### src/hdl/lpt_pkg.sv
// Constants for the low-pin-count bus peripheral target.
package lpt_pkg;
  // Codes driven or decoded on the four address/data lines.
  localparam logic [3:0] START_IO_DMA = 4'h0;
  localparam logic [3:0] SYNC_READY = 4'h0;
  localparam logic [3:0] SYNC_SHORT = 4'h5;
  localparam logic [3:0] SYNC_LONG = 4'h6;
  localparam logic [3:0] SYNC_ERROR = 4'ha;
  localparam logic [3:0] LAD_HIGH = 4'hf;
  // Cycle type field, bits 3:1 of the nibble.
  localparam logic [2:0] CT_IO_RD = 3'h0;
  localparam logic [2:0] CT_IO_WR = 3'h1;
  localparam logic [2:0] CT_DMA_RD = 3'h4;
  localparam logic [2:0] CT_DMA_WR = 3'h5;
  // Transfer size field of a DMA cycle.
  localparam logic [1:0] SIZE_1 = 2'h0;
  localparam logic [1:0] SIZE_2 = 2'h1;
  localparam logic [1:0] SIZE_4 = 2'h3;
  // Wait states before the ready code, counted in bus clocks.
  localparam logic [8:0] WAIT_IO_RD = 9'h003;
  localparam logic [8:0] WAIT_IO_WR = 9'h002;
  localparam logic [8:0] WAIT_DMA_RD = 9'h003;
  localparam logic [8:0] WAIT_DMA_WR = 9'h004;
  // At most eight SYNC clocks in a short-wait SYNC; the short-wait code fills at most seven of them, except on later DMA write bytes: nine clocks, eight short-wait.
  localparam logic [8:0] SHORT_SYNC_MAX = 9'h008;
  // Long-wait repetitions before a forced completion, about 10 us.
  localparam logic [8:0] LONG_SYNC_MAX = 9'h14a;
  // Index of the last address nibble of an I/O cycle, and clocks in one DMA request frame.
  localparam logic [1:0] ADDR_LAST_NIB = 2'h3;
  localparam logic [2:0] LDRQ_FRAME_LEN = 3'h5;
  // Bus state: what the target is doing during the current bus clock.
  typedef enum logic [3:0] {
    ST_IDLE, ST_CYC, ST_ADDR, ST_CHAN, ST_SIZE, ST_HDATA,
    ST_TAR1, ST_TAR2, ST_SYNC, ST_TDATA, ST_BTAR1, ST_BTAR2
  } lpt_state_e;
endpackage : lpt_pkg

### src/hdl/lpt_target.sv
// Bus peripheral target: cycle decode, SYNC, turnaround, DMA request, receive FIFO.
`timescale 1ns/10ps
`default_nettype none
// Behaviour
// - Only one-byte I/O read/write and DMA read/write are accepted; others ignored.
// - Frame seen asserted releases the data lines next clock and restarts decode.
// - I/O bytes are separated by at least one wait state.
// - DMA read brings host data in, DMA write sends data out; 1, 2 or 4 bytes.
// - On reads the target drives SYNC as soon as the cycle is its own.
// - Stall with 0101 or 0110 until ready, never mixing both in one cycle.
// - Ready code 0000 is followed on the next clock by data, or by the 1111 turnaround when the host sent the data.
// - DMA wait states always use the short-wait code.
// - I/O wait states always use the long-wait code.
// - A valid SYNC code appears within three clocks of the sync phase start.
// - Short-wait SYNC reaches a final code within eight SYNC clocks, nine on later bytes of a multi-byte DMA write.
// - Long-wait SYNC has its own timeout that forces completion.
// - Errors use code 1010; on I/O reads and DMA writes the two data nibbles still follow.
// - An error SYNC ends a multi-byte DMA cycle; later bytes are not moved.
// - Only start code 0000 opens I/O and DMA cycles.
// - In bus reset the target ignores frame, floats data, holds request high.
// - Last driver drives 1111 for one turnaround clock, then nobody drives.
// - Power-down notice makes the target quiesce its bus interface.
// - Wait states: I/O read 3, I/O write 2, DMA read 3, DMA write 4 (5 on later bytes of a multi-byte DMA write).
// - Stalled I/O repeats long-wait up to 330 times before forcing completion.

////////////////////////////////////////////////////////////////////////////////
// Small synchronous FIFO; the full flag stalls the bus through the SYNC phase.
module lpt_fifo #(
  parameter int WIDTH = 8,
  parameter int DEPTH = 16
) (
  input wire logic clock,
  input wire logic rst,
  input wire logic in_valid,
  input wire logic [WIDTH-1:0] in_data,
  output logic in_ready,
  output logic out_valid,
  output logic [WIDTH-1:0] out_data,
  input wire logic out_ready
);
  localparam int AW = $clog2(DEPTH);
  typedef struct packed {
    logic [AW-1:0] wp;
    logic [AW-1:0] rp;
    logic [AW:0] cnt;
  } lpt_fifo_s;
  lpt_fifo_s st_ff;
  lpt_fifo_s nxt_st;
  logic [WIDTH-1:0] mem [DEPTH];
  logic push;
  logic pop;

  // Push and pop only when the matching side is ready, so full and empty stay honest.
  always_comb
  begin
    push = in_valid && (st_ff.cnt != (AW+1)'(DEPTH));
    pop = out_ready && (st_ff.cnt != '0);
    nxt_st = st_ff;
    if (push)
    begin
      nxt_st.wp = (st_ff.wp == AW'(DEPTH-1)) ? '0 : st_ff.wp + 1'b1;
    end
    if (pop)
    begin
      nxt_st.rp = (st_ff.rp == AW'(DEPTH-1)) ? '0 : st_ff.rp + 1'b1;
    end
    nxt_st.cnt = st_ff.cnt + (AW+1)'(push) - (AW+1)'(pop);
  end

  // State register.
  always_ff @(posedge clock or posedge rst)
  begin
    if (rst)
    begin
      st_ff <= '0;
    end
    else
    begin
      st_ff <= nxt_st;
    end
  end

  // Storage has no reset; only the pointers and the count decide what is valid.
  always_ff @(posedge clock)
  begin
    if (push)
    begin
      mem[st_ff.wp] <= in_data;
    end
  end

  assign in_ready = (st_ff.cnt != (AW+1)'(DEPTH));
  assign out_valid = (st_ff.cnt != '0);
  assign out_data = mem[st_ff.rp];
endmodule : lpt_fifo

////////////////////////////////////////////////////////////////////////////////
// Target top. Bus pins are sampled through two flops; protocol steps on bus clock rises.
module lpt_target #(
  parameter logic [15:0] IO_BASE = 16'h0000,
  parameter logic [15:0] IO_MASK = 16'hfff8,
  parameter logic [7:0] DMA_CH_EN = 8'h0f,
  parameter int FIFO_DEPTH = 16
) (
  input wire logic clock,
  input wire logic rst,
  input wire logic lpc_clk_pin,
  input wire logic [3:0] lad_in,
  output logic [3:0] lad_out,
  output logic lad_oe_n,
  input wire logic lframe_n,
  input wire logic bus_reset_low,
  input wire logic bus_power_down_notice,
  output logic ldrq_n,
  output logic power_down_ready,
  input wire logic [3:0] dma_req,
  output logic rd_req,
  output logic [15:0] rd_addr,
  input wire logic rd_ack,
  input wire logic [7:0] rd_data,
  input wire logic rd_err,
  input wire logic tx_valid,
  input wire logic [7:0] tx_data,
  output logic tx_taken,
  output logic rx_valid,
  output logic [24:0] rx_data,
  input wire logic rx_ready
);
  typedef struct packed {
    lpt_pkg::lpt_state_e st;
    logic [3:0] ctype;
    logic [15:0] addr;
    logic [7:0] data;
    logic [2:0] ch;
    logic [2:0] nbytes;
    logic [2:0] bcnt;
    logic [8:0] wcnt;
    logic [1:0] nib;
    logic fin;
    logic err;
    logic done;
    logic [3:0] lad_s1;
    logic [3:0] lad_s2;
    logic fr_s1;
    logic fr_s2;
    logic rst_s1;
    logic rst_s2;
    logic pd_s1;
    logic pd_s2;
    logic ck_s1;
    logic ck_s2;
    logic ck_d;
    logic [3:0] lad_out;
    logic lad_oe_n;
    logic ldrq_n;
    logic [4:0] rq_sh;
    logic [2:0] rq_cnt;
    logic [3:0] rq_sent;
    logic rd_req;
    logic tx_taken;
    logic pd_ready;
  } lpt_target_s;
  lpt_target_s st_ff;
  lpt_target_s nxt_st;
  logic tick;
  logic is_io;
  logic host_sends;
  logic ok;
  logic more;
  logic do_sync;
  logic push;
  logic fifo_in_ready;
  logic [8:0] minw;
  logic [24:0] push_word;

  // Decode of the latched cycle type, shared by the sequencer and the checks.
  always_comb
  begin
    tick = st_ff.ck_s2 && !st_ff.ck_d;
    is_io = !st_ff.ctype[3];
    host_sends = is_io ? st_ff.ctype[1] : !st_ff.ctype[1];
    more = (st_ff.bcnt + 3'h1) < st_ff.nbytes;
    unique case (st_ff.ctype[3:1])
      lpt_pkg::CT_IO_RD: minw = lpt_pkg::WAIT_IO_RD;
      lpt_pkg::CT_IO_WR: minw = lpt_pkg::WAIT_IO_WR;
      lpt_pkg::CT_DMA_RD: minw = lpt_pkg::WAIT_DMA_RD;
      default: minw = lpt_pkg::WAIT_DMA_WR;
    endcase
    // Host data waits on FIFO room; target data waits on the user's answer.
    ok = host_sends ? fifo_in_ready : st_ff.done;
    push_word = {st_ff.ctype[3], st_ff.addr, st_ff.data};
  end

  // Sequencer. The value chosen on a bus clock rise is driven for the following bus clock.
  always_comb
  begin
    nxt_st = st_ff;
    do_sync = 1'b0;
    push = 1'b0;
    nxt_st.lad_s1 = lad_in;
    nxt_st.lad_s2 = st_ff.lad_s1;
    nxt_st.fr_s1 = lframe_n;
    nxt_st.fr_s2 = st_ff.fr_s1;
    nxt_st.rst_s1 = bus_reset_low;
    nxt_st.rst_s2 = st_ff.rst_s1;
    nxt_st.pd_s1 = bus_power_down_notice;
    nxt_st.pd_s2 = st_ff.pd_s1;
    nxt_st.ck_s1 = lpc_clk_pin;
    nxt_st.ck_s2 = st_ff.ck_s1;
    nxt_st.ck_d = st_ff.ck_s2;
    nxt_st.rd_req = 1'b0;
    nxt_st.tx_taken = 1'b0;
    nxt_st.pd_ready = !st_ff.pd_s2;
    // Read answers are caught whenever they come; a DMA byte is taken only during SYNC.
    if (rd_ack && is_io && !st_ff.done)
    begin
      nxt_st.done = 1'b1;
      nxt_st.data = rd_data;
      nxt_st.err = rd_err;
    end
    if (tx_valid && !is_io && !host_sends && !st_ff.done && st_ff.st == lpt_pkg::ST_SYNC)
    begin
      nxt_st.done = 1'b1;
      nxt_st.data = tx_data;
      nxt_st.tx_taken = 1'b1;
    end
    if (!st_ff.rst_s2 || !st_ff.pd_s2)
    begin
      // Bus reset or power-down: frame ignored, lines floated, request idle high.
      nxt_st.st = lpt_pkg::ST_IDLE;
      nxt_st.lad_oe_n = 1'b1;
      nxt_st.ldrq_n = 1'b1;
      nxt_st.rq_cnt = '0;
      nxt_st.rq_sent = '0;
    end
    else if (tick)
    begin
      nxt_st.lad_oe_n = 1'b1;
      if (!st_ff.fr_s2)
      begin
        // Frame asserted: let go of the lines and look for the start code.
        nxt_st.st = (st_ff.lad_s2 == lpt_pkg::START_IO_DMA) ? lpt_pkg::ST_CYC
                                                           : lpt_pkg::ST_IDLE;
        nxt_st.nib = '0;
        nxt_st.bcnt = '0;
        nxt_st.done = 1'b0;
        nxt_st.err = 1'b0;
        nxt_st.addr = '0;
      end
      else
      begin
        unique case (st_ff.st)
          lpt_pkg::ST_IDLE: nxt_st.st = lpt_pkg::ST_IDLE;
          lpt_pkg::ST_CYC:
          begin
            nxt_st.ctype = st_ff.lad_s2;
            nxt_st.nbytes = 3'h1;
            unique case (st_ff.lad_s2[3:1])
              lpt_pkg::CT_IO_RD, lpt_pkg::CT_IO_WR: nxt_st.st = lpt_pkg::ST_ADDR;
              lpt_pkg::CT_DMA_RD, lpt_pkg::CT_DMA_WR: nxt_st.st = lpt_pkg::ST_CHAN;
              default: nxt_st.st = lpt_pkg::ST_IDLE;
            endcase
          end
          lpt_pkg::ST_ADDR:
          begin
            nxt_st.addr = {st_ff.addr[11:0], st_ff.lad_s2};
            nxt_st.nib = st_ff.nib + 2'h1;
            if (st_ff.nib == lpt_pkg::ADDR_LAST_NIB)
            begin
              nxt_st.nib = '0;
              if (({st_ff.addr[11:0], st_ff.lad_s2} & IO_MASK) != IO_BASE)
              begin
                nxt_st.st = lpt_pkg::ST_IDLE;
              end
              else
              begin
                nxt_st.st = host_sends ? lpt_pkg::ST_HDATA : lpt_pkg::ST_TAR1;
              end
            end
          end
          lpt_pkg::ST_CHAN:
          begin
            nxt_st.ch = st_ff.lad_s2[2:0];
            nxt_st.addr = {13'h0000, st_ff.lad_s2[2:0]};
            nxt_st.st = DMA_CH_EN[st_ff.lad_s2[2:0]] ? lpt_pkg::ST_SIZE : lpt_pkg::ST_IDLE;
          end
          lpt_pkg::ST_SIZE:
          begin
            unique case (st_ff.lad_s2[1:0])
              lpt_pkg::SIZE_1: nxt_st.nbytes = 3'h1;
              lpt_pkg::SIZE_2: nxt_st.nbytes = 3'h2;
              lpt_pkg::SIZE_4: nxt_st.nbytes = 3'h4;
              default: nxt_st.nbytes = 3'h0;
            endcase
            if (st_ff.lad_s2[1:0] == 2'h2)
            begin
              nxt_st.st = lpt_pkg::ST_IDLE;
            end
            else
            begin
              nxt_st.st = host_sends ? lpt_pkg::ST_HDATA : lpt_pkg::ST_TAR1;
            end
          end
          lpt_pkg::ST_HDATA:
          begin
            // Low nibble first.
            if (st_ff.nib[0])
            begin
              nxt_st.data[7:4] = st_ff.lad_s2;
              nxt_st.st = lpt_pkg::ST_TAR1;
            end
            else
            begin
              nxt_st.data[3:0] = st_ff.lad_s2;
            end
            nxt_st.nib = {1'b0, !st_ff.nib[0]};
          end
          lpt_pkg::ST_TAR1:
          begin
            nxt_st.st = lpt_pkg::ST_TAR2;
            nxt_st.rd_req = is_io && !host_sends;
            // Clear the wait count here, so each byte's SYNC counts from zero.
            nxt_st.wcnt = '0;
            nxt_st.fin = 1'b0;
          end
          lpt_pkg::ST_TAR2: do_sync = 1'b1;
          lpt_pkg::ST_SYNC:
          begin
            if (!st_ff.fin)
            begin
              do_sync = 1'b1;
            end
            else if (!host_sends)
            begin
              // Data follows the final code at once, even after an error.
              nxt_st.st = lpt_pkg::ST_TDATA;
              nxt_st.nib = '0;
              nxt_st.lad_out = st_ff.data[3:0];
              nxt_st.lad_oe_n = 1'b0;
            end
            else
            begin
              nxt_st.st = lpt_pkg::ST_BTAR1;
              nxt_st.lad_out = lpt_pkg::LAD_HIGH;
              nxt_st.lad_oe_n = 1'b0;
            end
          end
          lpt_pkg::ST_TDATA:
          begin
            if (!st_ff.nib[0])
            begin
              nxt_st.nib = 2'h1;
              nxt_st.lad_out = st_ff.data[7:4];
              nxt_st.lad_oe_n = 1'b0;
            end
            else if (!is_io && more && !st_ff.err)
            begin
              // Next DMA byte gets its own wait states.
              nxt_st.bcnt = st_ff.bcnt + 3'h1;
              nxt_st.done = 1'b0;
              nxt_st.wcnt = '0;
              nxt_st.fin = 1'b0;
              nxt_st.st = lpt_pkg::ST_SYNC;
              nxt_st.lad_out = lpt_pkg::SYNC_SHORT;
              nxt_st.lad_oe_n = 1'b0;
            end
            else
            begin
              nxt_st.st = lpt_pkg::ST_BTAR1;
              nxt_st.lad_out = lpt_pkg::LAD_HIGH;
              nxt_st.lad_oe_n = 1'b0;
            end
          end
          lpt_pkg::ST_BTAR1: nxt_st.st = lpt_pkg::ST_BTAR2;
          lpt_pkg::ST_BTAR2:
          begin
            // An error ends a multi-byte DMA read here.
            if (!is_io && host_sends && more && !st_ff.err)
            begin
              nxt_st.bcnt = st_ff.bcnt + 3'h1;
              nxt_st.nib = '0;
              nxt_st.st = lpt_pkg::ST_HDATA;
            end
            else
            begin
              nxt_st.st = lpt_pkg::ST_IDLE;
            end
          end
        endcase
      end
      if (do_sync)
      begin
        nxt_st.st = lpt_pkg::ST_SYNC;
        nxt_st.lad_oe_n = 1'b0;
        // The wait code is fixed by cycle kind, so the two never mix.
        if ((st_ff.wcnt < minw || !ok) && (is_io ? st_ff.wcnt < lpt_pkg::LONG_SYNC_MAX
                                                 : st_ff.wcnt < lpt_pkg::SHORT_SYNC_MAX - 9'h001))
        begin
          nxt_st.lad_out = is_io ? lpt_pkg::SYNC_LONG : lpt_pkg::SYNC_SHORT;
          nxt_st.wcnt = st_ff.wcnt + 9'h001;
        end
        else
        begin
          // Timeout or a failed access forces completion with the error code.
          nxt_st.fin = 1'b1;
          nxt_st.err = st_ff.err || !ok;
          nxt_st.lad_out = (ok && !st_ff.err) ? lpt_pkg::SYNC_READY : lpt_pkg::SYNC_ERROR;
          push = ok && host_sends && !st_ff.err;
        end
      end
      // Serial DMA request: start 0, channel msb first, active bit, then idle high.
      if (st_ff.rq_cnt != '0)
      begin
        nxt_st.ldrq_n = st_ff.rq_sh[4];
        nxt_st.rq_sh = {st_ff.rq_sh[3:0], 1'b1};
        nxt_st.rq_cnt = st_ff.rq_cnt - 3'h1;
      end
      else
      begin
        nxt_st.ldrq_n = 1'b1;
        for (int i = 3; i >= 0; i--)
        begin
          if (dma_req[i] != st_ff.rq_sent[i])
          begin
            // Channel msb is always zero, since only four channels are served.
            nxt_st.rq_sh = {1'b0, 1'b0, 2'(i), dma_req[i]};
            nxt_st.rq_cnt = lpt_pkg::LDRQ_FRAME_LEN;
            nxt_st.rq_sent = st_ff.rq_sent;
            nxt_st.rq_sent[i] = dma_req[i];
          end
        end
      end
    end
  end

  // State register; lines float and the request stays idle from reset onward.
  always_ff @(posedge clock or posedge rst)
  begin
    if (rst)
    begin
      st_ff <= '0;
      st_ff.lad_oe_n <= 1'b1;
      st_ff.ldrq_n <= 1'b1;
      st_ff.lad_out <= lpt_pkg::LAD_HIGH;
      // Frame and notice flops wake at their idle level, so no false event follows reset.
      st_ff.fr_s1 <= 1'b1;
      st_ff.fr_s2 <= 1'b1;
      st_ff.pd_s1 <= 1'b1;
      st_ff.pd_s2 <= 1'b1;
    end
    else
    begin
      st_ff <= nxt_st;
    end
  end

  // Received bytes, tagged with kind and address, wait here for the internal functions.
  lpt_fifo #(.WIDTH(25), .DEPTH(FIFO_DEPTH)) u_rx_fifo (
    .clock(clock),
    .rst(rst),
    .in_valid(push),
    .in_data(push_word),
    .in_ready(fifo_in_ready),
    .out_valid(rx_valid),
    .out_data(rx_data),
    .out_ready(rx_ready)
  );

  assign lad_out = st_ff.lad_out;
  assign lad_oe_n = st_ff.lad_oe_n;
  assign ldrq_n = st_ff.ldrq_n;
  assign power_down_ready = st_ff.pd_ready;
  assign rd_req = st_ff.rd_req;
  assign rd_addr = st_ff.addr;
  assign tx_taken = st_ff.tx_taken;
endmodule : lpt_target
`default_nettype wire

### config.mk
export PLATFORM = sky130hd
export DESIGN_NAME = lpt_target
export DESIGN_NICKNAME = d
export VERILOG_FILES = /design/src/hdl/lpt_pkg.sv /design/src/hdl/lpt_target.sv
export SDC_FILE = /design/constraint.sdc
export NUM_CORES = 1
export LEC_CHECK = 0
export BUFFER_PORTS_ARGS = -buffer_cell sky130_fd_sc_hd__buf_2
export CAP_MARGIN = 20
export CORE_MARGIN = 4
export CORE_UTILIZATION = 42
export CTS_CLUSTER_DIAMETER = 120
export DETAILED_ROUTE_END_ITERATION = 8
export MAX_ROUTING_LAYER = met4
export PLACE_DENSITY = 0.7
export SYNTH_ARGS = -nofsm -noshare
export SYNTH_HDL_FRONTEND = slang
export SYNTH_HIERARCHICAL = 1
export SYNTH_SLANG_ARGS = --single-unit
### constraint.sdc
create_clock -name clock -period 4.76 [get_ports clock]
set_input_delay 0.476 -clock clock [delete_from_list [all_inputs] [get_ports clock]]
set_output_delay 0.476 -clock clock [all_outputs]
set_load 0.03 [all_outputs]
==> run metrics, run 1 <==
first-pass detailed-route iteration total=6; clock power share=30.3%; final setup TNS=0 ps; Reg2Reg Launch Point=push_word[24]; worst-path cell chain=buf_4 -> inv_1 -> ha_1 -> mux2i_1 -> a31o_2 -> a21oi_1 -> and3_1 -> and2_1 -> buf_4 -> inv_2 -> ha_1 -> inv_1 -> ha_1 -> inv_1 -> fa_1 -> inv_1 -> a21oi_1 -> o21bai_1 -> xnor2_1; min-delay src=bus_power_down_notice; Skew-Pair Late Insertion Delay=570 ps; synthesis warning total=6; Die Wd=233 um; R2R depth=19; sequential-to-total area share from yosys stat=68.7%; total track usage=17.8%; status=finished, final reports clean; drt wl/cell=21.7 um; non-filler cells, final=2172; Fin. Hold Viols=0; H-tree levels=2; Clock Root Buffer=clkbuf_16; WS Path Type=reg -> reg; # DRC=0; switching share of power=31.7%; Setup Buffers After CTS=0; Antenna Cells=0; CTS Hold Bufs=7; area of the mapped netlist=21200 sq um; most common cell after layout, fill and taps aside=edfxtp_1; Post-Route WL=47000 um; Logic pwr share=24.6%; Post-Synthesis Cells=1363; EDFF count, synth=400; RSZ-0062 raised after global routing=false; chip height=233 um; clock tree sinks=502; Slowest-stage cell, CP=fa_1; Final setup violation count=0; startpoint types=flip-flop; sequential share of power=45.1%; Hold Path End=nxt_st[24]; Core Footprint=50100 sq um; share of cells above drive strength 1=19.9%; Min Hold Slack=36.4 ps; Max Root-Sink Buffers=3; TritonCTS clock tree=built; Slew headroom=34.6%; Worst Setup End Kind=flip-flop; DRT antenna net count=0; syn_area_per_cell=15.6 sq um; Switching Power=3.71 mW; worst IR drop on VDD=0.284 mV; worst reg2reg path endpoint=u_rx_fifo/st_ff[4]; commonest non-fill, non-tap cells in the layout=edfxtp_1 (400), mux2i_1 (119), nand2_1 (108), dfrtp_1 (90), buf_2 (84); FMAX=257 MHz; FILL cells=4276; #FFs+latches synth=502; initial core utilization=42.4%; crit share post-route=81.7%; global-route wire length before repair=72900 um; worst-path fanout max=27; Num CTS Buffers=48; post-DP HPWL=30100 um; Synth Flop Type=edfxtp_1; Synth async-reset ratio=20.3%; die area=54200 sq um; skew final=19.0 ps; Ports=85; Worst-path clk slew=60 ps; vias in the first global route=12176; Cell Pwr Density=490 nW/um^2; Via density=5.59; GP Congestion=0.895; most frequent CP cell=inv_1; via count=12149; Hold Path Depth=1; Max-cap violations=0; largest net degree at the start of global routing=52; Pint=8.00 mW; area grow syn2layout=12.5%; nets=1521; post-CTS sizing=0; std cell rows=82; Reg2Reg Setup Slack=870 ps; Hold Crit Class=in -> reg; Iter 0 DRT Violations=1268; IO Port Bufs=84; Post-Place Cells=2075; worst path required time=5250 ps; Overflow after GRT=0; initial antenna violation count=0; minimum clock period=3890 ps; P_leak=8.66 nW; largest stage delay on the critical path=400 ps; CP arrival=4380 ps; post-synth net total=1422; max-slew violations=0; Unique masters post-synth=83; Slew @ Worst Pin=981 ps
cells in the mapped netlist (all sizes together), types with 3 or more instances:
library cell / count / area share (%)
a211oi: 3 / 0.11
nand4: 9 / 0.27
o211ai: 7 / 0.25
or2: 4 / 0.12
dfrtp: 92 / 11
a22o: 4 / 0.17
nor4: 5 / 0.15
nor2b: 12 / 0.35
a311oi: 3 / 0.12
inv: 38 / 0.67
nor3: 11 / 0.26
mux2i: 119 / 5.6
a21oi: 26 / 0.61
nand2: 109 / 1.9
dfstp: 10 / 1.2
ha: 24 / 1.4
buf: 58 / 2.2
and3: 11 / 0.32
xor2: 3 / 0.12
or3: 5 / 0.18
a2111oi: 5 / 0.21
o21ai: 44 / 1.0
a21o: 10 / 0.35
nand2b: 6 / 0.18
nor2: 38 / 0.67
mux4: 50 / 5.3
a31oi: 8 / 0.31
clkbuf: 29 / 0.51
nor3b: 5 / 0.20
nand3: 55 / 1.3
a32o: 3 / 0.14
a22oi: 77 / 2.7
o2bb2ai: 3 / 0.12
xnor2: 7 / 0.29
and2: 19 / 0.56
edfxtp: 400 / 57
mux2: 14 / 0.74
state kept, by name (all words and copies together), names as in the netlist:
| register | flops |
|---|---|
| lad_out | 4 |
| tx_taken | 1 |
| push_word | 9 |
| ldrq_n | 1 |
| st_ff | 46 |
| rd_req | 1 |
| nxt_st | 9 |
| rd_addr | 16 |
| u_rx_fifo/mem | 400 |
| u_rx_fifo/st_ff | 13 |
| power_down_ready | 1 |
| lad_oe_n | 1 |
layout make-up:
type / count / area, sq um / share of cell area, %
Clock buffer: 64 / 1320 / 5.54
Clock inverter: 24 / 159 / 0.665
Inverter: 38 / 145 / 0.608
Multi-Input combinational cell: 736 / 5940 / 24.9
Sequential cell: 502 / 14600 / 61.1
Tap cell: 672 / 841 / 3.52
Timing Repair Buffer: 136 / 886 / 3.71
power by group through the flow:
stage	clock network, mW	registers (mW)	logic, mW
after global routing	3.83	5.31	3.08
after CTS	3.63	5.28	2.90
after global placement	0	5.35	2.85
after detailed placement	0	5.37	2.88
final	3.55	5.27	2.88
after floorplan	0	5.15	2.22
per-layer routing:
| layer | GRT usage [%] | vias up | share of wire (%) |
|---|---|---|---|
| met1 | 25.2 | 6184 | 43 |
| met5 | - | - | 0 |
| met3 | 2.74 | 65 | 6.9 |
| met2 | 27.9 | 433 | 48 |
| li1 | - | 5467 | - |
| met4 | 3.59 | 0 | 1.6 |
logic make-up after synthesis:
family	Yosys count	synth area share [%]
AO/OA/AOI/OAI	214	7.12
XOR/XNOR	10	0.413
adder cells (fa/ha/maj)	25	1.51
buffers and inverters	125	3.40
flip-flops	502	68.7
multiplexers	183	11.7
AND/OR/NAND/NOR	304	7.20
critical path, delay by kind of cell, from the launching register on:
| kind | cells | cell delay, ps |
|---|---|---|
| muxes | 1 | 170 |
| AOI/OAI and AO/OA | 4 | 780 |
| adders and majority gates | 4 | 1170 |
| buffers and inverters | 7 | 900 |
| DFF | 1 | 340 |
| and+or+nand+nor | 2 | 320 |
| xor gates and xnor gates | 1 | 130 |
stage by stage:
stage / cell area, sq um / setup WS [ps] / util [%] / power, mW
floorplan: 21200 / 1130 / - / 7.37
global placement: 22300 / 1010 / 44.5 / 8.20
detailed placement: 22300 / 910 / 44.5 / 8.25
CTS: 23800 / 879 / 47.6 / 11.8
global route: 23900 / 583 / 47.7 / 12.2
finish: 23900 / 869 / 47.7 / 11.7
how the worst max path moves through the flow:
stage | start | to | slack [ps] | depth (start not counted)
floorplan | push_word[24] | u_rx_fifo/st_ff[4] | 1130 | 20
global placement | push_word[24] | u_rx_fifo/st_ff[4] | 1010 | 19
detailed placement | push_word[24] | u_rx_fifo/st_ff[4] | 910 | 19
CTS | push_word[24] | u_rx_fifo/st_ff[4] | 880 | 19
global route | push_word[24] | u_rx_fifo/st_ff[4] | 580 | 19
finish | push_word[24] | u_rx_fifo/st_ff[4] | 870 | 19
(Power assumes the default switching activity.)
==> run 2, diff against run 1 <==
- clock period: 4.76 -> 3.75 ns (I/O delays scaled with it)
==> run metrics, run 2 (synthesized netlist as in run 1, its figures left out) <==
Post-Place Cells=2097 (was 2075); largest stage delay on the critical path=400 ps (about the same); std cell rows=82 (unchanged); Overflow after GRT=0 (unchanged); clock tree sinks=502 (unchanged); Iter 0 DRT Violations=1023 (was 1268); P_leak=8.88 nW (was 8.66 nW); delay-heaviest family, CP=adder cells (unchanged); first-pass detailed-route iteration total=5 (was 6); total track usage=18.6% (was 17.8%); Ports=85 (unchanged); Fin. Hold Viols=0 (unchanged); switching share of power=31.3% (was 31.7%); commonest non-fill, non-tap cells in the layout=edfxtp_1 (400), mux2i_1 (119), nand2_1 (108), dfrtp_1 (90), buf_2 (84) (unchanged); Setup Buffers After CTS=0 (unchanged); Max-cap violations=0 (unchanged); H-tree levels=2 (unchanged); Cell Pwr Density=627 nW/um^2 (was 490 nW/um^2); drt wl/cell=22.2 um (was 21.7 um); Post-Route WL=48900 um (was 47000 um); most frequent CP cell=inv_1 (unchanged); skew final=19.3 ps (was 19.0 ps); Slowest-stage cell, CP=dfrtp_1 (was fa_1); post-DP HPWL=31300 um (was 30100 um); Worst-path clk slew=60 ps (about the same); Slew headroom=25.6% (was 34.6%); Switching Power=4.78 mW (was 3.71 mW); CP arrival=4060 ps (was 4380 ps); Antenna Cells=0 (unchanged); Core Footprint=50100 sq um (unchanged); Max Root-Sink Buffers=3 (unchanged); Final setup violation count=0 (unchanged); Die Wd=233 um (unchanged); Pint=10.5 mW (was 8.00 mW); WS Path Type=reg -> reg (unchanged); FMAX=282 MHz (was 257 MHz); Skew-Pair Late Insertion Delay=600 ps (was 570 ps); Post-Route Utilization=48.6% (was 47.7%); startpoint types=flip-flop (unchanged); worst-path cell chain=a21oi_2 -> inv_1 -> ha_1 -> o31a_1 -> o21ai_0 -> a31o_2 -> a21oi_4 -> and3_1 -> and2_1 -> inv_2 -> ha_1 -> inv_1 -> ha_1 -> inv_1 -> fa_1 -> inv_1 -> a21oi_1 -> o21bai_1 -> xnor2_1 (was buf_4 -> inv_1 -> ha_1 -> mux2i_1 -> a31o_2 -> a21oi_1 -> and3_1 -> and2_1 -> buf_4 -> inv_2 -> ha_1 -> inv_1 -> ha_1 -> inv_1 -> fa_1 -> inv_1 -> a21oi_1 -> o21bai_1 -> xnor2_1); Design Power=15.3 mW (was 11.7 mW); TritonCTS clock tree=built (unchanged); Slew @ Worst Pin=1120 ps (was 981 ps); sequential share of power=43.3% (was 45.1%); Reg with most FFs=u_rx_fifo/mem (unchanged); die area=54200 sq um (unchanged); worst path required time=4270 ps (was 5250 ps); DRT antenna net count=0 (unchanged); non-filler cells, final=2197 (was 2172); nets=1547 (was 1521); # DRC=0 (unchanged); initial antenna violation count=0 (unchanged); Largest register FFs=400 (unchanged); global-route wire length before repair=74600 um (was 72900 um); area grow syn2layout=14.7% (was 12.5%); worst-path fanout max=3 (was 27); worst IR drop on VDD=0.345 mV (was 0.284 mV); via count=12209 (was 12149); clock power share=32.2% (was 30.3%); minimum clock period=3540 ps (was 3890 ps); most common cell after layout, fill and taps aside=edfxtp_1 (unchanged); worst path bufs/invs=5 (was 7); share of cells above drive strength 1=21.4% (was 19.9%); chip height=233 um (unchanged); crit share post-route=94.4% (was 81.7%); Clock Root Buffer=clkbuf_16 (unchanged); status=finished, final reports clean (unchanged); max-slew violations=0 (unchanged); IO Port Bufs=84 (unchanged); Logic pwr share=24.5% (was 24.6%); final setup TNS=0 ps (unchanged); largest net degree at the start of global routing=72 (was 52); vias in the first global route=12318 (was 12176); Min Hold Slack=62.5 ps (was 36.4 ps); Hold Crit Class=in -> reg (unchanged); Num CTS Buffers=51 (was 48); Via density=5.56 (was 5.59); Worst Setup End Kind=flip-flop (unchanged); initial core utilization=42.4% (unchanged); GP Congestion=0.898 (was 0.895)
-- run 2: worst reg2reg max path: cells and delay by family (launching register included) --
| family | cells | cell delay [ps] |
|---|---|---|
| AOI/OAI and AO/OA | 7 | 1100 |
| and+or+nand+nor | 2 | 370 |
| adders and majority gates | 4 | 1140 |
| xor gates and xnor gates | 1 | 130 |
| buffers and inverters | 5 | 310 |
| DFF | 1 | 400 |
-- run 2: stage by stage --
step	instance area (sq um)	setup slack, ps
global placement	22600	241
CTS	24300	140
detailed placement	22600	170
finish	24400	209
floorplan	21200	122
global route	24400	-16.9
-- run 2: cell type report --
| cell class | instances | area, sq um |
|---|---|---|
| inverter | 38 | 145 |
| tap | 672 | 841 |
| clock inverter | 23 | 215 |
| multi-input combinational | 736 | 5960 |
| timing repair buffer | 159 | 1190 |
| clock buffer | 67 | 1420 |
| sequential | 502 | 14600 |
| fill | 4272 | 25700 |
-- run 2: layer usage --
metal | GRT usage, % | part of all wire [%] | up-vias
met3 | 3.80 | 5.7 | 98
met5 | - | 0 | -
met1 | 24.4 | 43 | 6227
met4 | 5.30 | 2.8 | 0
li1 | - | - | 5519
met2 | 29.7 | 49 | 365
-- run 2: timing repair --
| action | in CTS | in global routing |
|---|---|---|
| hold buffers | 9 | 0 |
| hold endpoints to repair | 21 | 0 |
| setup endpoints to repair | 0 | 1 |
| gates resized for setup | 0 | 3 |
-- run 2: power by group through the flow --
stage	logic, mW	registers (mW)	clock network, mW
floorplan	2.81	6.54	0
global route	4.04	6.64	5.25
detailed placement	3.78	6.72	0
global placement	3.73	6.70	0
CTS	3.80	6.61	5.02
finish	3.74	6.61	4.92
-- run 2: final timing paths --
path / from / end / slack [ps] / cells after the start
worst max register to register: push_word[24] / u_rx_fifo/st_ff[4] / 210 / 19
worst min register to register: nxt_st[31] / st_ff[31] / 350 / 0
min in group asynchronous: rst / u_rx_fifo/st_ff[8] / 400 / 3
worst min-delay path: tx_data[1] / push_word[1] / 60 / 3
max in group asynchronous: rst / st_ff[28] / 2290 / 4
worst max-delay path: push_word[24] / u_rx_fifo/st_ff[4] / 210 / 19
